### src/hts_pkg.sv
// Constants and types shared by the humidity and temperature sensor controller
package hts_pkg;
  // ****************************************
  // Clock and timing
  // ****************************************
  localparam int CLK_NS     = 10;
  localparam int US_NS      = 1000;
  localparam int TICK_CYC   = US_NS / CLK_NS;
  localparam int SPIKE_NS   = 50;
  localparam int FILT_CYC   = SPIKE_NS / CLK_NS + 1;
  localparam int STARTUP_US = 15000;
  localparam int T_T14_US   = 6350;
  localparam int T_T11_US   = 3650;
  localparam int T_H14_US   = 6500;
  localparam int T_H11_US   = 3850;
  localparam int T_H8_US    = 2500;
  // ****************************************
  // Bus address and pointers
  // ****************************************
  localparam logic [4:0] ADDR_HI    = 5'h10;
  localparam logic [7:0] PTR_TEMP   = 8'h00;
  localparam logic [7:0] PTR_HUM    = 8'h01;
  localparam logic [7:0] PTR_CFG    = 8'h02;
  localparam logic [7:0] PTR_SER_LO = 8'hFB;
  // ****************************************
  // Configuration register fields
  // ****************************************
  localparam int          CFG_HEATER_ENABLE   = 13;
  localparam int          CFG_MODE   = 12;
  localparam int          CFG_SUPPLY_LOW_FLAG   = 11;
  localparam int          CFG_TRES   = 10;
  localparam int          CFG_HRES   = 8;
  localparam logic [15:0] CFG_RESET  = 16'h1000;
  localparam logic [1:0]  HRES_11    = 2'h1;
  localparam logic [1:0]  HRES_8     = 2'h2;
  typedef enum logic [2:0] {I_IDLE, I_RX, I_ACK, I_TX, I_TXACK} hts_i2c_t;
  typedef enum logic [1:0] {K_ADDR, K_PTR, K_DATA} hts_kind_t;
  typedef enum logic [1:0] {M_SLEEP, M_TEMP, M_HUM} hts_meas_t;
endpackage : hts_pkg

### src/hts_ctrl.sv
// Two-wire slave, mode machine and configuration of the humidity sensor
`timescale 1ns/1ps
module hts_ctrl #(
  parameter int          STARTUP_US = hts_pkg::STARTUP_US,
  parameter int          T_T14_US   = hts_pkg::T_T14_US,
  parameter int          T_T11_US   = hts_pkg::T_T11_US,
  parameter int          T_H14_US   = hts_pkg::T_H14_US,
  parameter int          T_H11_US   = hts_pkg::T_H11_US,
  parameter int          T_H8_US    = hts_pkg::T_H8_US,
  parameter logic [15:0] SER_FB     = 16'hA5A5, // Arbitrary value
  parameter logic [15:0] SER_FC     = 16'h5A5A, // Arbitrary value
  parameter logic [15:0] SER_FD     = 16'hC300, // Arbitrary value
  parameter logic [15:0] ID_FE      = 16'h0101, // Arbitrary value
  parameter logic [15:0] ID_FF      = 16'h0202  // Arbitrary value
) (
  input  wire logic        CLOCK_IN,              // 100 MHz clock
  input  wire logic        SRST_IN,               // Sync reset, high
  input  wire logic        SCL_IN,                // Bus clock pin
  input  wire logic        SDA_IN,                // Bus data pin level
  output logic             SDA_OUT,               // Bus data drive value
  output logic             SDA_OE_N_OUT,          // Low while pulling data low
  input  wire logic        BUS_ID_STRAP_LO_IN,    // Address strap, bit 0
  input  wire logic        BUS_ID_STRAP_HI_IN,    // Address strap, bit 1
  input  wire logic        SUPPLY_LOW_IN,         // Supply monitor below 2.8 V
  input  wire logic [15:0] TEMP_SAMPLE_IN,        // Temperature converter word
  input  wire logic [15:0] HUM_SAMPLE_IN,         // Humidity converter word
  output logic             CONVERSION_DONE_N_OUT, // Result ready, low
  output logic             HEATER_ON_OUT,         // Heater power
  output logic             MEAS_ACTIVE_OUT        // Measurement mode
);
  // ****************************************
  // Pin synchronisers and spike filters
  // ****************************************
  logic [1:0]      s1, s2, st1, st2, filt, filt_q;
  logic            sup1, sup2;
  logic [1:0][2:0] fcnt;
  always_ff @(posedge CLOCK_IN)
  begin
    if (SRST_IN)
    begin
      s1 <= 2'h3; s2 <= 2'h3; st1 <= 2'h0; st2 <= 2'h0;
      sup1 <= 1'b0; sup2 <= 1'b0; filt_q <= 2'h3;
    end
    else
    begin
      s1 <= {SDA_IN, SCL_IN}; s2 <= s1;
      st1 <= {BUS_ID_STRAP_HI_IN, BUS_ID_STRAP_LO_IN}; st2 <= st1;
      sup1 <= SUPPLY_LOW_IN; sup2 <= sup1;
      filt_q <= filt;
    end
  end
  // A new level is taken only after it held longer than a spike can last
  for (genvar gi = 0; gi < 2; gi++)
  begin : g_filt
    always_ff @(posedge CLOCK_IN)
    begin
      if (SRST_IN)
      begin
        fcnt[gi] <= 3'h0; filt[gi] <= 1'b1;
      end
      else if (s2[gi] == filt[gi])
        fcnt[gi] <= 3'h0;
      else if (fcnt[gi] == 3'(hts_pkg::FILT_CYC - 1))
      begin
        filt[gi] <= s2[gi]; fcnt[gi] <= 3'h0;
      end
      else
        fcnt[gi] <= fcnt[gi] + 3'h1;
    end
  end
  wire scl = filt[0];
  wire sda = filt[1];
  wire scl_rise = scl & ~filt_q[0];
  wire scl_fall = ~scl & filt_q[0];
  wire start = scl & filt_q[0] & filt_q[1] & ~sda;
  wire stop  = scl & filt_q[0] & ~filt_q[1] & sda;
  // ****************************************
  // Microsecond tick and start-up timer
  // ****************************************
  logic [6:0]  tick_cnt;
  logic [13:0] su_cnt;
  logic        su_done, tick;
  assign tick = (tick_cnt == 7'(hts_pkg::TICK_CYC - 1));
  wire su_fin = tick & ~su_done & (su_cnt == 14'(STARTUP_US - 1));
  always_ff @(posedge CLOCK_IN)
  begin
    if (SRST_IN)
    begin
      tick_cnt <= 7'h0; su_cnt <= 14'h0; su_done <= 1'b0;
    end
    else
    begin
      tick_cnt <= tick ? 7'h0 : tick_cnt + 7'h1;
      if (tick & ~su_done)
        su_cnt <= su_cnt + 14'h1;
      if (su_fin)
        su_done <= 1'b1;
    end
  end
  // ****************************************
  // Two-wire slave
  // ****************************************
  hts_pkg::hts_i2c_t  i_st, next_i_st;
  hts_pkg::hts_kind_t kind, next_kind;
  logic [3:0]  bcnt, next_bcnt;
  logic [7:0]  sh, next_sh, ptr, next_ptr, hi_b, next_hi_b;
  logic [1:0]  id_lat, next_id_lat, rd_idx, next_rd_idx, hres, next_hres;
  logic        rw, next_rw, dbyte, next_dbyte, drv, next_drv;
  logic        heater_enable, next_heater_enable, mode, next_mode, tres, next_tres;
  logic        trig, trig_hum, rd_res, ok;
  logic [15:0] temp_res, hum_res, word;
  logic [7:0]  tx_b;
  logic        t_ok, h_ok, supply_low;
  hts_pkg::hts_meas_t m_st, next_m_st;
  function automatic logic ptr_ser(input logic [7:0] p);
    ptr_ser = (p >= hts_pkg::PTR_SER_LO);
  endfunction : ptr_ser
  function automatic logic ptr_ok(input logic [7:0] p);
    ptr_ok = (p <= hts_pkg::PTR_CFG) || ptr_ser(p);
  endfunction : ptr_ok
  wire [15:0] cfg_word = {2'h0, heater_enable, mode, supply_low, tres, hres, 8'h00};
  wire        res_rdy = (ptr == hts_pkg::PTR_TEMP) ? t_ok : h_ok;
  wire        addr_hit = (sh[7:1] == {hts_pkg::ADDR_HI, id_lat});
  always_comb
  begin
    word = 16'h0000;
    if (ptr == hts_pkg::PTR_TEMP && mode && rd_idx[1])
      word = hum_res;
    else if (ptr == hts_pkg::PTR_TEMP)
      word = temp_res;
    else if (ptr == hts_pkg::PTR_HUM)
      word = hum_res;
    else if (ptr == hts_pkg::PTR_CFG)
      word = cfg_word;
    else if (ptr == 8'hFB)
      word = SER_FB;
    else if (ptr == 8'hFC)
      word = SER_FC;
    else if (ptr == 8'hFD)
      word = SER_FD;
    else if (ptr == 8'hFE)
      word = ID_FE;
    else if (ptr == 8'hFF)
      word = ID_FF;
    tx_b = rd_idx[0] ? word[7:0] : word[15:8];
  end
  always_comb
  begin
    next_i_st = i_st; next_kind = kind; next_bcnt = bcnt; next_sh = sh;
    next_ptr = ptr; next_hi_b = hi_b; next_id_lat = id_lat; next_rd_idx = rd_idx;
    next_rw = rw; next_dbyte = dbyte; next_drv = drv; next_heater_enable = heater_enable;
    next_mode = mode; next_tres = tres; next_hres = hres;
    trig = 1'b0; trig_hum = 1'b0; rd_res = 1'b0; ok = 1'b0;
    if (start)
    begin
      next_i_st = hts_pkg::I_RX; next_kind = hts_pkg::K_ADDR;
      next_bcnt = 4'h0; next_drv = 1'b0;
      next_id_lat = st2;
    end
    else if (stop)
    begin
      next_i_st = hts_pkg::I_IDLE; next_drv = 1'b0;
    end
    else
    begin
      case (i_st)
        hts_pkg::I_RX:
          if (scl_rise)
          begin
            next_sh = {sh[6:0], sda};
            next_bcnt = bcnt + 4'h1;
          end
          else if (scl_fall && bcnt == 4'h8)
          begin
            case (kind)
              hts_pkg::K_ADDR:
              begin
                next_rw = sh[0];
                // Result reads need a ready result; start-up serves serial and identity reads only
                ok = addr_hit && (!sh[0] || (su_done ? (ptr > hts_pkg::PTR_HUM || res_rdy)
                                                     : ptr_ser(ptr)));
                next_rd_idx = 2'h0;
              end
              hts_pkg::K_PTR:
              begin
                ok = ptr_ok(sh) && (su_done || ptr_ser(sh));
                if (ok)
                begin
                  next_ptr = sh;
                  trig = (sh <= hts_pkg::PTR_HUM);
                  trig_hum = (sh == hts_pkg::PTR_HUM);
                end
                next_dbyte = 1'b0;
              end
              default:
              begin
                // Result and identity words are read-only
                ok = (ptr == hts_pkg::PTR_CFG);
                next_dbyte = ~dbyte;
                if (ok && !dbyte)
                  next_hi_b = sh;
                else if (ok)
                begin
                  next_heater_enable = hi_b[hts_pkg::CFG_HEATER_ENABLE - 8];
                  next_mode = hi_b[hts_pkg::CFG_MODE - 8];
                  next_tres = hi_b[hts_pkg::CFG_TRES - 8];
                  next_hres = hi_b[hts_pkg::CFG_HRES - 7 : hts_pkg::CFG_HRES - 8];
                end
              end
            endcase
            next_drv = ok;
            next_i_st = ok ? hts_pkg::I_ACK : hts_pkg::I_IDLE;
          end
        hts_pkg::I_ACK:
          if (scl_fall)
          begin
            next_drv = 1'b0; next_bcnt = 4'h0;
            next_kind = (kind == hts_pkg::K_ADDR) ? hts_pkg::K_PTR : hts_pkg::K_DATA;
            next_i_st = hts_pkg::I_RX;
            if (kind == hts_pkg::K_ADDR && rw)
              next_i_st = hts_pkg::I_TX;
            if (kind == hts_pkg::K_ADDR && rw)
            begin
              next_sh = tx_b; next_drv = ~tx_b[7]; next_bcnt = 4'h1;
              next_rd_idx = rd_idx + 2'h1;
              rd_res = (ptr <= hts_pkg::PTR_HUM);
            end
          end
        hts_pkg::I_TX:
          if (scl_fall && bcnt == 4'h8)
          begin
            next_drv = 1'b0; next_i_st = hts_pkg::I_TXACK;
          end
          else if (scl_fall)
          begin
            next_sh = {sh[6:0], 1'b0}; next_drv = ~sh[6]; next_bcnt = bcnt + 4'h1;
          end
        hts_pkg::I_TXACK:
          if (scl_rise && sda)
            next_i_st = hts_pkg::I_IDLE;
          else if (scl_fall)
          begin
            next_i_st = hts_pkg::I_TX; next_sh = tx_b; next_drv = ~tx_b[7];
            next_bcnt = 4'h1; next_rd_idx = rd_idx + 2'h1;
          end
        default: ;
      endcase
    end
  end
  always_ff @(posedge CLOCK_IN)
  begin
    if (SRST_IN)
    begin
      i_st <= hts_pkg::I_IDLE; kind <= hts_pkg::K_ADDR; bcnt <= 4'h0; sh <= 8'h00;
      ptr <= hts_pkg::PTR_TEMP; hi_b <= 8'h00; id_lat <= 2'h0; rd_idx <= 2'h0;
      rw <= 1'b0; dbyte <= 1'b0; drv <= 1'b0;
      heater_enable <= hts_pkg::CFG_RESET[hts_pkg::CFG_HEATER_ENABLE];
      mode <= hts_pkg::CFG_RESET[hts_pkg::CFG_MODE];
      tres <= hts_pkg::CFG_RESET[hts_pkg::CFG_TRES];
      hres <= hts_pkg::CFG_RESET[hts_pkg::CFG_HRES +: 2];
    end
    else
    begin
      i_st <= next_i_st; kind <= next_kind; bcnt <= next_bcnt; sh <= next_sh;
      ptr <= next_ptr; hi_b <= next_hi_b; id_lat <= next_id_lat; rd_idx <= next_rd_idx;
      rw <= next_rw; dbyte <= next_dbyte; drv <= next_drv; heater_enable <= next_heater_enable;
      mode <= next_mode; tres <= next_tres; hres <= next_hres;
    end
  end
  assign SDA_OUT = 1'b0;
  assign SDA_OE_N_OUT = ~drv;
  // ****************************************
  // Measurement mode machine
  // ****************************************
  logic [12:0] m_cnt, next_m_cnt, dur;
  logic [15:0] next_temp_res, next_hum_res;
  logic        next_t_ok, next_h_ok, done_n, next_done_n, next_supply_low;
  logic        hum_after, next_hum_after, heater, next_heater, m_fin;
  always_comb
  begin
    if (m_st == hts_pkg::M_TEMP)
      dur = tres ? 13'(T_T11_US) : 13'(T_T14_US);
    else if (hres == hts_pkg::HRES_11)
      dur = 13'(T_H11_US);
    else if (hres == hts_pkg::HRES_8)
      dur = 13'(T_H8_US);
    else
      dur = 13'(T_H14_US);
  end
  always_comb
  begin
    next_m_st = m_st; next_m_cnt = m_cnt; next_temp_res = temp_res;
    next_hum_res = hum_res; next_t_ok = t_ok; next_h_ok = h_ok;
    next_done_n = done_n; next_supply_low = supply_low; next_hum_after = hum_after;
    m_fin = 1'b0;
    if (rd_res)
      next_done_n = 1'b1;
    if (su_fin)
      next_supply_low = sup2;
    // A new trigger aborts whatever is running
    if (trig)
    begin
      next_supply_low = sup2;
      next_done_n = 1'b1;
      next_m_cnt = 13'h0;
      next_hum_after = mode && !trig_hum;
      next_m_st = trig_hum ? hts_pkg::M_HUM : hts_pkg::M_TEMP;
      if (trig_hum || mode)
        next_h_ok = 1'b0;
      if (!trig_hum)
        next_t_ok = 1'b0;
    end
    else if (m_st != hts_pkg::M_SLEEP && tick)
    begin
      next_m_cnt = m_cnt + 13'h1;
      if (m_cnt == dur - 13'h1)
      begin
        next_m_cnt = 13'h0;
        if (m_st == hts_pkg::M_TEMP)
        begin
          next_temp_res = TEMP_SAMPLE_IN;
          next_t_ok = !hum_after;
        end
        else
        begin
          next_hum_res = HUM_SAMPLE_IN; next_h_ok = 1'b1; next_t_ok = t_ok | hum_after;
        end
        m_fin = (m_st == hts_pkg::M_HUM) || !hum_after;
        next_m_st = m_fin ? hts_pkg::M_SLEEP : hts_pkg::M_HUM;
        if (m_fin)
          next_done_n = 1'b0;
      end
    end
    // Next heater bit, so clearing it mid-measurement cannot leave power on a cycle
    next_heater = next_heater_enable && (next_m_st != hts_pkg::M_SLEEP);
  end
  always_ff @(posedge CLOCK_IN)
  begin
    if (SRST_IN)
    begin
      m_st <= hts_pkg::M_SLEEP; m_cnt <= 13'h0;
      temp_res <= 16'h0000; hum_res <= 16'h0000; t_ok <= 1'b0; h_ok <= 1'b0;
      done_n <= 1'b1; supply_low <= 1'b0; hum_after <= 1'b0; heater <= 1'b0;
    end
    else
    begin
      m_st <= next_m_st; m_cnt <= next_m_cnt; temp_res <= next_temp_res;
      hum_res <= next_hum_res; t_ok <= next_t_ok; h_ok <= next_h_ok;
      done_n <= next_done_n; supply_low <= next_supply_low;
      hum_after <= next_hum_after; heater <= next_heater;
    end
  end
  assign CONVERSION_DONE_N_OUT = done_n;
  assign HEATER_ON_OUT = heater;
  assign MEAS_ACTIVE_OUT = (m_st != hts_pkg::M_SLEEP);
endmodule : hts_ctrl

### config.mk
export PLATFORM = sky130hd
export DESIGN_NAME = hts_ctrl
export DESIGN_NICKNAME = d
export VERILOG_FILES = /design/src/hts_pkg.sv /design/src/hts_ctrl.sv
export SDC_FILE = /design/constraint.sdc
export NUM_CORES = 1
export LEC_CHECK = 0
export ABC_AREA = 1
export BUFFER_PORTS_ARGS = -buffer_cell sky130_fd_sc_hd__buf_2
export CAP_MARGIN = 20
export CORE_ASPECT_RATIO = 1.4
export CORE_MARGIN = 2
export CORE_UTILIZATION = 50
export CTS_CLUSTER_DIAMETER = 120
export CTS_CLUSTER_SIZE = 8
export DETAILED_ROUTE_END_ITERATION = 10
export HOLD_SLACK_MARGIN = 0.15
export PLACE_DENSITY = 0.7
export SYNTH_ARGS = -nofsm -noshare
export SYNTH_HDL_FRONTEND = slang
export SYNTH_SLANG_ARGS = --single-unit
### constraint.sdc
create_clock -name CLOCK_IN -period 2.03 [get_ports CLOCK_IN]
set_clock_uncertainty 0.2 [all_clocks]
set_input_delay 0.203 -clock CLOCK_IN [delete_from_list [all_inputs] [get_ports CLOCK_IN]]
set_output_delay 0.203 -clock CLOCK_IN [all_outputs]
set_load 0.03 [all_outputs]
==> results of run 1 <==
[logic make-up after synthesis]
kind of cell | Yosys count | synth area share, %
other | 1 | 0.05296
XOR/XNOR | 20 | 2.474
flip-flops | 137 | 38.73
buffers and inverters | 175 | 9.931
AO/OA/AOI/OAI | 168 | 12.48
AND/OR/NAND/NOR | 556 | 34.39
adder cells (fa/ha/maj) | 11 | 1.944
[power groups by stage]
stage / clock network [uW] / logic [uW] / registers [uW]
2_1_floorplan: 0 / 810 / 2900
3_3_place_gp: 0 / 1230 / 2910
3_5_place_dp: 0 / 1240 / 2910
4_1_cts: 2940 / 1320 / 2860
5_1_grt: 3080 / 1610 / 2880
6_report: 2910 / 1440 / 2870
[Yosys cell counts, types with 5 or more instances]
library cell | count | area [um^2]
a211oi_1 | 5 | 37.54
a21oi_1 | 82 | 410.4
buf_2 | 10 | 50.05
clkbuf_1 | 12 | 45.04
dfxtp_1 | 137 | 2743
ha_1 | 11 | 137.6
inv_1 | 139 | 521.8
inv_2 | 5 | 18.77
nand2_1 | 243 | 912.1
nand2_2 | 5 | 31.28
nand3_1 | 57 | 285.3
nand4_1 | 31 | 193.9
nor2_1 | 156 | 585.6
nor3_1 | 32 | 160.2
nor4_1 | 6 | 37.54
o21ai_0 | 69 | 345.3
or2_2 | 7 | 43.79
xor2_1 | 18 | 157.7
[registers in the layout, summed over array words and instances (netlist names), 3 cells and up]
register / count
su_cnt: 14
hi_b: 5
tick_cnt: 7
bcnt: 4
i_st: 3
sh: 8
temp_res: 16
m_cnt: 13
hum_res: 16
ptr: 8
fcnt: 6
[final timing paths]
path                              endpoint  slack (ns)  cells after the start
setup / recovery  hum_res[10]$_SDFFE_PP0P_       -0.24                     16
hold / removal            s2[0]$_SDFF_PP1_        0.20                      1
setup reg to reg  hum_res[10]$_SDFFE_PP0P_       -0.24                     16
hold reg to reg           s2[0]$_SDFF_PP1_        0.20                      1
[per-stage QoR]
| step | util (%) | total power, uW | hold slack, ns |
|---|---|---|---|
| global placement | 58.90 | 4141 | 0.1974 |
| CTS | 67.59 | 7115 | 0.2021 |
| detailed placement | 58.90 | 4149 | 0.1954 |
| global route | 69.85 | 7570 | 0.2170 |
| floorplan | - | 3706 | 0.1068 |
| finish | 69.85 | 7226 | 0.2040 |
[critical path, stage by stage (launching register included)]
cell and delay, ns:
dfxtp_2 0.36, inv_2 0.07, nand2_4 0.08, buf_4 0.13
nand2_2 0.07, nand2_1 0.07, nand2_1 0.07, nor2_1 0.10
nand2_1 0.09, nor2_2 0.15, nand3_2 0.08, buf_6 0.15
nor2_4 0.13, buf_6 0.12, buf_12 0.11, o21ai_2 0.05
nor2_1 0.15
[timing repair]
action / CTS / global route
cloned: 1 / 1
resized for setup: 36 / 101
setup endpoints to repair: 58 / 89
hold endpoints to repair: 74 / 0
buffers inserted: 10 / 8
pin swaps: 2 / 30
hold buffers: 42 / 0
[metal layers]
metal	global-route usage [%]	routed length, um	share of wire [%]	up-vias
met2	50.36	10830	53	225
li1	-	-	-	3815
met5	0	0	0	-
met1	28.87	8144	40	3464
met3	4.792	815	4.0	60
met4	12.91	744	3.6	0
[area by class of cell]
type / instances / area share (%)
Timing Repair Buffer: 195 / 16.16
Multi-Input combinational cell: 757 / 41.58
Tap cell: 185 / 2.393
Clock buffer: 17 / 4.398
Inverter: 144 / 5.614
Sequential cell: 137 / 28.50
Clock inverter: 15 / 1.358
==> metrics.csv, run 1 <==
stage;metric;value;unit
final_layout;commonest non-fill, non-tap cell in the layout;nand2_1;
min_path;Worst Hold Launch;s1[0]$_SDFF_PP1_;
final_layout;fillcell total;1127;
setup_path;critical path fanouts, max;8;
placement;placed cells;1361;
route;Vias;7564;
final_layout;fraction of layout cells with a size suffix above 1;23.72;%
setup_path;R2R Path Start;m_st[1]$_SDFF_PP0_;
synthesis;mapped cell area;0.007081;mm^2
route;DRC;0;
power_and_ir_drop;power share of the clock group;40.3;%
synthesis;number of enable flip-flop cells after synthesis;0;
route;drt initial violations;515;
power_and_ir_drop;leakage;0.004303;uW
power_and_ir_drop;internal power;4994;uW
floorplan;Core Region;0.01385;mm^2
clocking;CTS tree;built;
route;ANT nets after route;0;
setup_path;crit path kind;reg -> reg;
min_path;Worst Hold Class;reg -> reg;
setup_path;CP startpoint;m_st[1]$_SDFF_PP0_;
setup_path;CP startpoint kind;register;
global_routing;Congestion Overflow GR;0;
outcome;status;complete, but fails checks;
final_layout;antenna cell count;0;
route;First-pass DRT Iterations;5;
timing;Fmax achieved;0.4410;GHz
setup_path;worst endpoint required time;2.16;ns
clocking;CTS sink count;137;
global_routing;initial antenna violation count;0;
placement;Final GP Congestion;0.9136;
flow_run;Max-cap violations;0;
placement;DP HPWL;13420;um
power_and_ir_drop;Sw Ratio;30.89;%
synthesis;Primary FF master, synth;dfxtp_1;
global_routing;GRT Resource Usage Total;26.72;%
placement;pre-CTS WS;-0.1119;ns
floorplan;Die Area;0.01514;mm^2
synthesis;Syn Nets;1118;
timing;Final Setup Violations;45;
synthesis;unique cell type count in the Yosys netlist;41;
synthesis;post-synthesis sequential element count;137;
final_layout;Non-Filler Instances;1450;
timing;crit share post-route;111.7;%
clocking;root buffer cell;clkbuf_16;
route;vias per cell;5.217;
setup_path;Arr. time, crit path;2.40;ns
timing;final worst slack;-0.2376;ns
global_routing;vias in the first global route;7378;
power_and_ir_drop;peak supply drop;456.2;uV
power_and_ir_drop;sw power;2232;uW
final_layout;synth-to-layout area growth;36.60;%
final_layout;most frequent cells in the layout;nand2_1, nor2_1, inv_1, dfxtp_1, buf_4;
floorplan;starting density of the core;51.13;%
setup_path;CP endpoint kind;register;
global_routing;first-pass GRT wire length;32980;um
timing;Slew Viols, Final;0;
timing;Final min period;2.268;ns
final_layout;NumNets Final;1302;
power_and_ir_drop;power share of the combinational group;20.0;%
placement;Port Buffers;42;
final_layout;footprint of the multi-input gates;0.004021;mm^2
clocking;H-tree Lvls;4;
floorplan;I/O Pins;44;
floorplan;std cell rows;51;
synthesis;Warnings, synthesis;0;
synthesis;Avg Cell Area, Syn;6.630;um^2
floorplan;die width;104.6;um
timing;Fin Setup TNS;-4.246;ns
clocking;Clk Latency, worst-skew pair;0.41;ns
placement;Placed Area;0.008155;mm^2
power_and_ir_drop;cell area power density;747.1;mW/mm^2
synthesis;Post-Syn Instances;1068;
route;Post-Route WL;20540;um
outcome;failing checks;negative setup slack;
clocking;clock buffer depth;2;
route;WL per Instance;14.16;um
global_routing;largest net degree at the start of global routing;31;
timing;final hold violations;0;
final_layout;register area;0.002756;mm^2
clocking;CTS Buf Count;17;
timing;RSZ-0062 raised after global routing;true;
power_and_ir_drop;Reg power frac;39.8;%
final_layout;design area;0.009672;mm^2
clocking;clock slew at reported path FFs;0.06;ns
synthesis;ys async rst share;0;%
synthesis;Seq/Total Area, Yosys;38.73;%
floorplan;Die Height;144.8;um
(Power assumes the default switching activity.)
==> run 2, diff against run 1 <==
Settings changed: PLACE_DENSITY 0.7 to 0.68.
Clock period 2.03 ns to 2.55 ns, I/O delays scaled along.
==> run 2 against run 1 <==
Net effect:
- the run now ends clean
- first-iteration DRC count shrank 13%
- flip-flop and latch count did not move
- sequential power shrank 21%
- critical path type unchanged
- largest cell class unchanged
- largest power group unchanged
==> metrics.csv, run 2 (same netlist as run 1, synthesis figures left out) <==
stage;metric;value;unit
final_layout;fraction of layout cells with a size suffix above 1;11.53;%
final_layout;Top Registers;hum_res x16, temp_res x16, su_cnt x14;
clocking;clock buffer depth;2;
global_routing;GRT Resource Usage Total;24.38;%
timing;Worst Tran Pin Value;0.5739;ns
floorplan;std cell rows;51;
final_layout;design area;0.008651;mm^2
floorplan;die width;104.6;um
floorplan;Core Region;0.01385;mm^2
setup_path;Register-to-Register Path Depth;12;
route;First-pass DRT Iterations;5;
timing;Slew headroom;61.63;%
clocking;CTS tree;built;
final_layout;antenna cell count;0;
placement;Final GP Congestion;0.9137;
clocking;Clk Latency, worst-skew pair;0.42;ns
global_routing;vias in the first global route;6488;
power_and_ir_drop;cell area power density;686.6;mW/mm^2
floorplan;I/O Pins;44;
route;ANT nets after route;0;
route;WL per Instance;13.22;um
min_path;Worst Hold Class;reg -> reg;
final_layout;most frequent cells in the layout;nand2_1, nor2_1, inv_1, dfxtp_1, a21oi_1;
min_path;Worst Hold Launch;st1[1]$_SDFF_PP0_;
timing;Fin Setup TNS;0;ns
setup_path;R2R Path Start;hres[0]$_SDFFE_PP0P_;
global_routing;Congestion Overflow GR;0;
placement;Port Buffers;42;
clocking;root buffer cell;clkbuf_16;
timing;Fmax achieved;0.4453;GHz
setup_path;reg-to-reg endpoint;hum_res[4]$_SDFFE_PP0P_;
final_layout;synth-to-layout area growth;22.18;%
floorplan;Die Height;144.8;um
outcome;status;completed;
global_routing;initial antenna violation count;0;
setup_path;CP endpoint kind;register;
placement;Placed Area;0.007555;mm^2
power_and_ir_drop;total power;5940;uW
global_routing;largest net degree at the start of global routing;29;
timing;RSZ-0062 raised after global routing;false;
clocking;H-tree Lvls;4;
clocking;clock slew at reported path FFs;0.06;ns
floorplan;Die Area;0.01514;mm^2
setup_path;crit path kind;reg -> reg;
setup_path;R2R Setup Slk;0.30;ns
setup_path;critical path fanouts, max;22;
final_layout;NumNets Final;1217;
placement;DP HPWL;12890;um
min_path;Worst Hold Endpoint;st2[1]$_SDFF_PP0_;
route;Post-Route WL;18040;um
power_and_ir_drop;peak supply drop;420.1;uV
clocking;CTS Buf Count;17;
final_layout;commonest non-fill, non-tap cell in the layout;nand2_1;
global_routing;first-pass GRT wire length;29990;um
timing;Slew Viols, Final;0;
power_and_ir_drop;leakage;0.003865;uW
route;Vias;6969;
timing;final hold violations;0;
setup_path;worst endpoint required time;2.71;ns
final_layout;post-layout util;62.47;%
clocking;CTS sink count;137;
min_path;hold depth;2;
final_layout;fillcell total;1322;
timing;Final min period;2.246;ns
route;drt initial violations;447;
floorplan;starting density of the core;51.13;%
flow_run;Max-cap violations;0;
route;DRC;0;
timing;crit share post-route;88.06;%
setup_path;Arr. time, crit path;2.40;ns
timing;Final Setup Violations;0;
setup_path;CP startpoint kind;register;
route;vias per cell;5.105;
## run 2: worst max-delay path by stage
stage,startpoint,end,slack (ns),cells past startpoint
3_3_place_gp,m_st[1]$_SDFF_PP0_,hum_res[4]$_SDFFE_PP0P_,0.24,13
4_1_cts,m_st[1]$_SDFF_PP0_,hum_res[4]$_SDFFE_PP0P_,0.18,13
2_1_floorplan,tick_cnt[0]$_SDFF_PP0_,su_cnt[12]$_SDFFE_PP0P_,0.51,10
5_1_grt,tick_cnt[0]$_SDFF_PP0_,m_cnt[9]$_SDFFE_PP0P_,0.03,10
3_5_place_dp,m_st[1]$_SDFF_PP0_,hum_res[4]$_SDFFE_PP0P_,0.21,13
6_report,hres[0]$_SDFFE_PP0P_,hum_res[4]$_SDFFE_PP0P_,0.30,12
## run 2: stage by stage
step	setup WS, ns	instances	hold WS [ns]
finish	0.3044	1365	0.2033
detailed placement	0.2132	1290	0.1948
global route	0.03337	1365	0.2218
CTS	0.1826	1363	0.2070
global placement	0.2404	1290	0.1907
floorplan	0.5104	1068	0.1588
## run 2: where the power goes
| part | internal, uW | total (uW) | leakage, uW | switching, uW |
|---|---|---|---|---|
| combinational | 353 | 951 | 0.00244 | 598 |
| clock | 1690 | 2710 | 0.000316 | 1020 |
| sequential | 2220 | 2280 | 0.00111 | 64.1 |
## run 2: critical path: stages, from the launching register on
cell and delay [ns]:
dfxtp_1 0.34, inv_1 0.09, ha_1 0.32, nand2_2 0.09
nand2_1 0.05, nand2_1 0.07, nand3_1 0.08, nor2_1 0.17
nand3_1 0.09, buf_4 0.23, nor2_4 0.23, o21ai_0 0.12
nor2_1 0.09
## run 2: routing by layer
metal	global-route usage [%]	part of all wire [%]
met1	28.60	43
met2	45.13	51
met3	3.090	3.6
met4	9.825	2.3
met5	0	0
## run 2: timing repair
action / 4_1_cts / 5_1_grt
setup endpoints to repair: 0 / 40
resized for setup: 0 / 4
hold buffers: 41 / 0
hold endpoints to repair: 55 / 0
setup buffers: 0 / 1
## run 2: area by class of cell
class / instances / area (um^2) / share of cell area, %
Clock buffer: 18 / 439.2 / 5.077
Clock inverter: 14 / 207.7 / 2.401
Inverter: 144 / 540.5 / 6.248
Multi-Input combinational cell: 757 / 3654 / 42.23
Sequential cell: 137 / 2743 / 31.70
Tap cell: 185 / 231.5 / 2.676
Timing Repair Buffer: 110 / 835.8 / 9.662
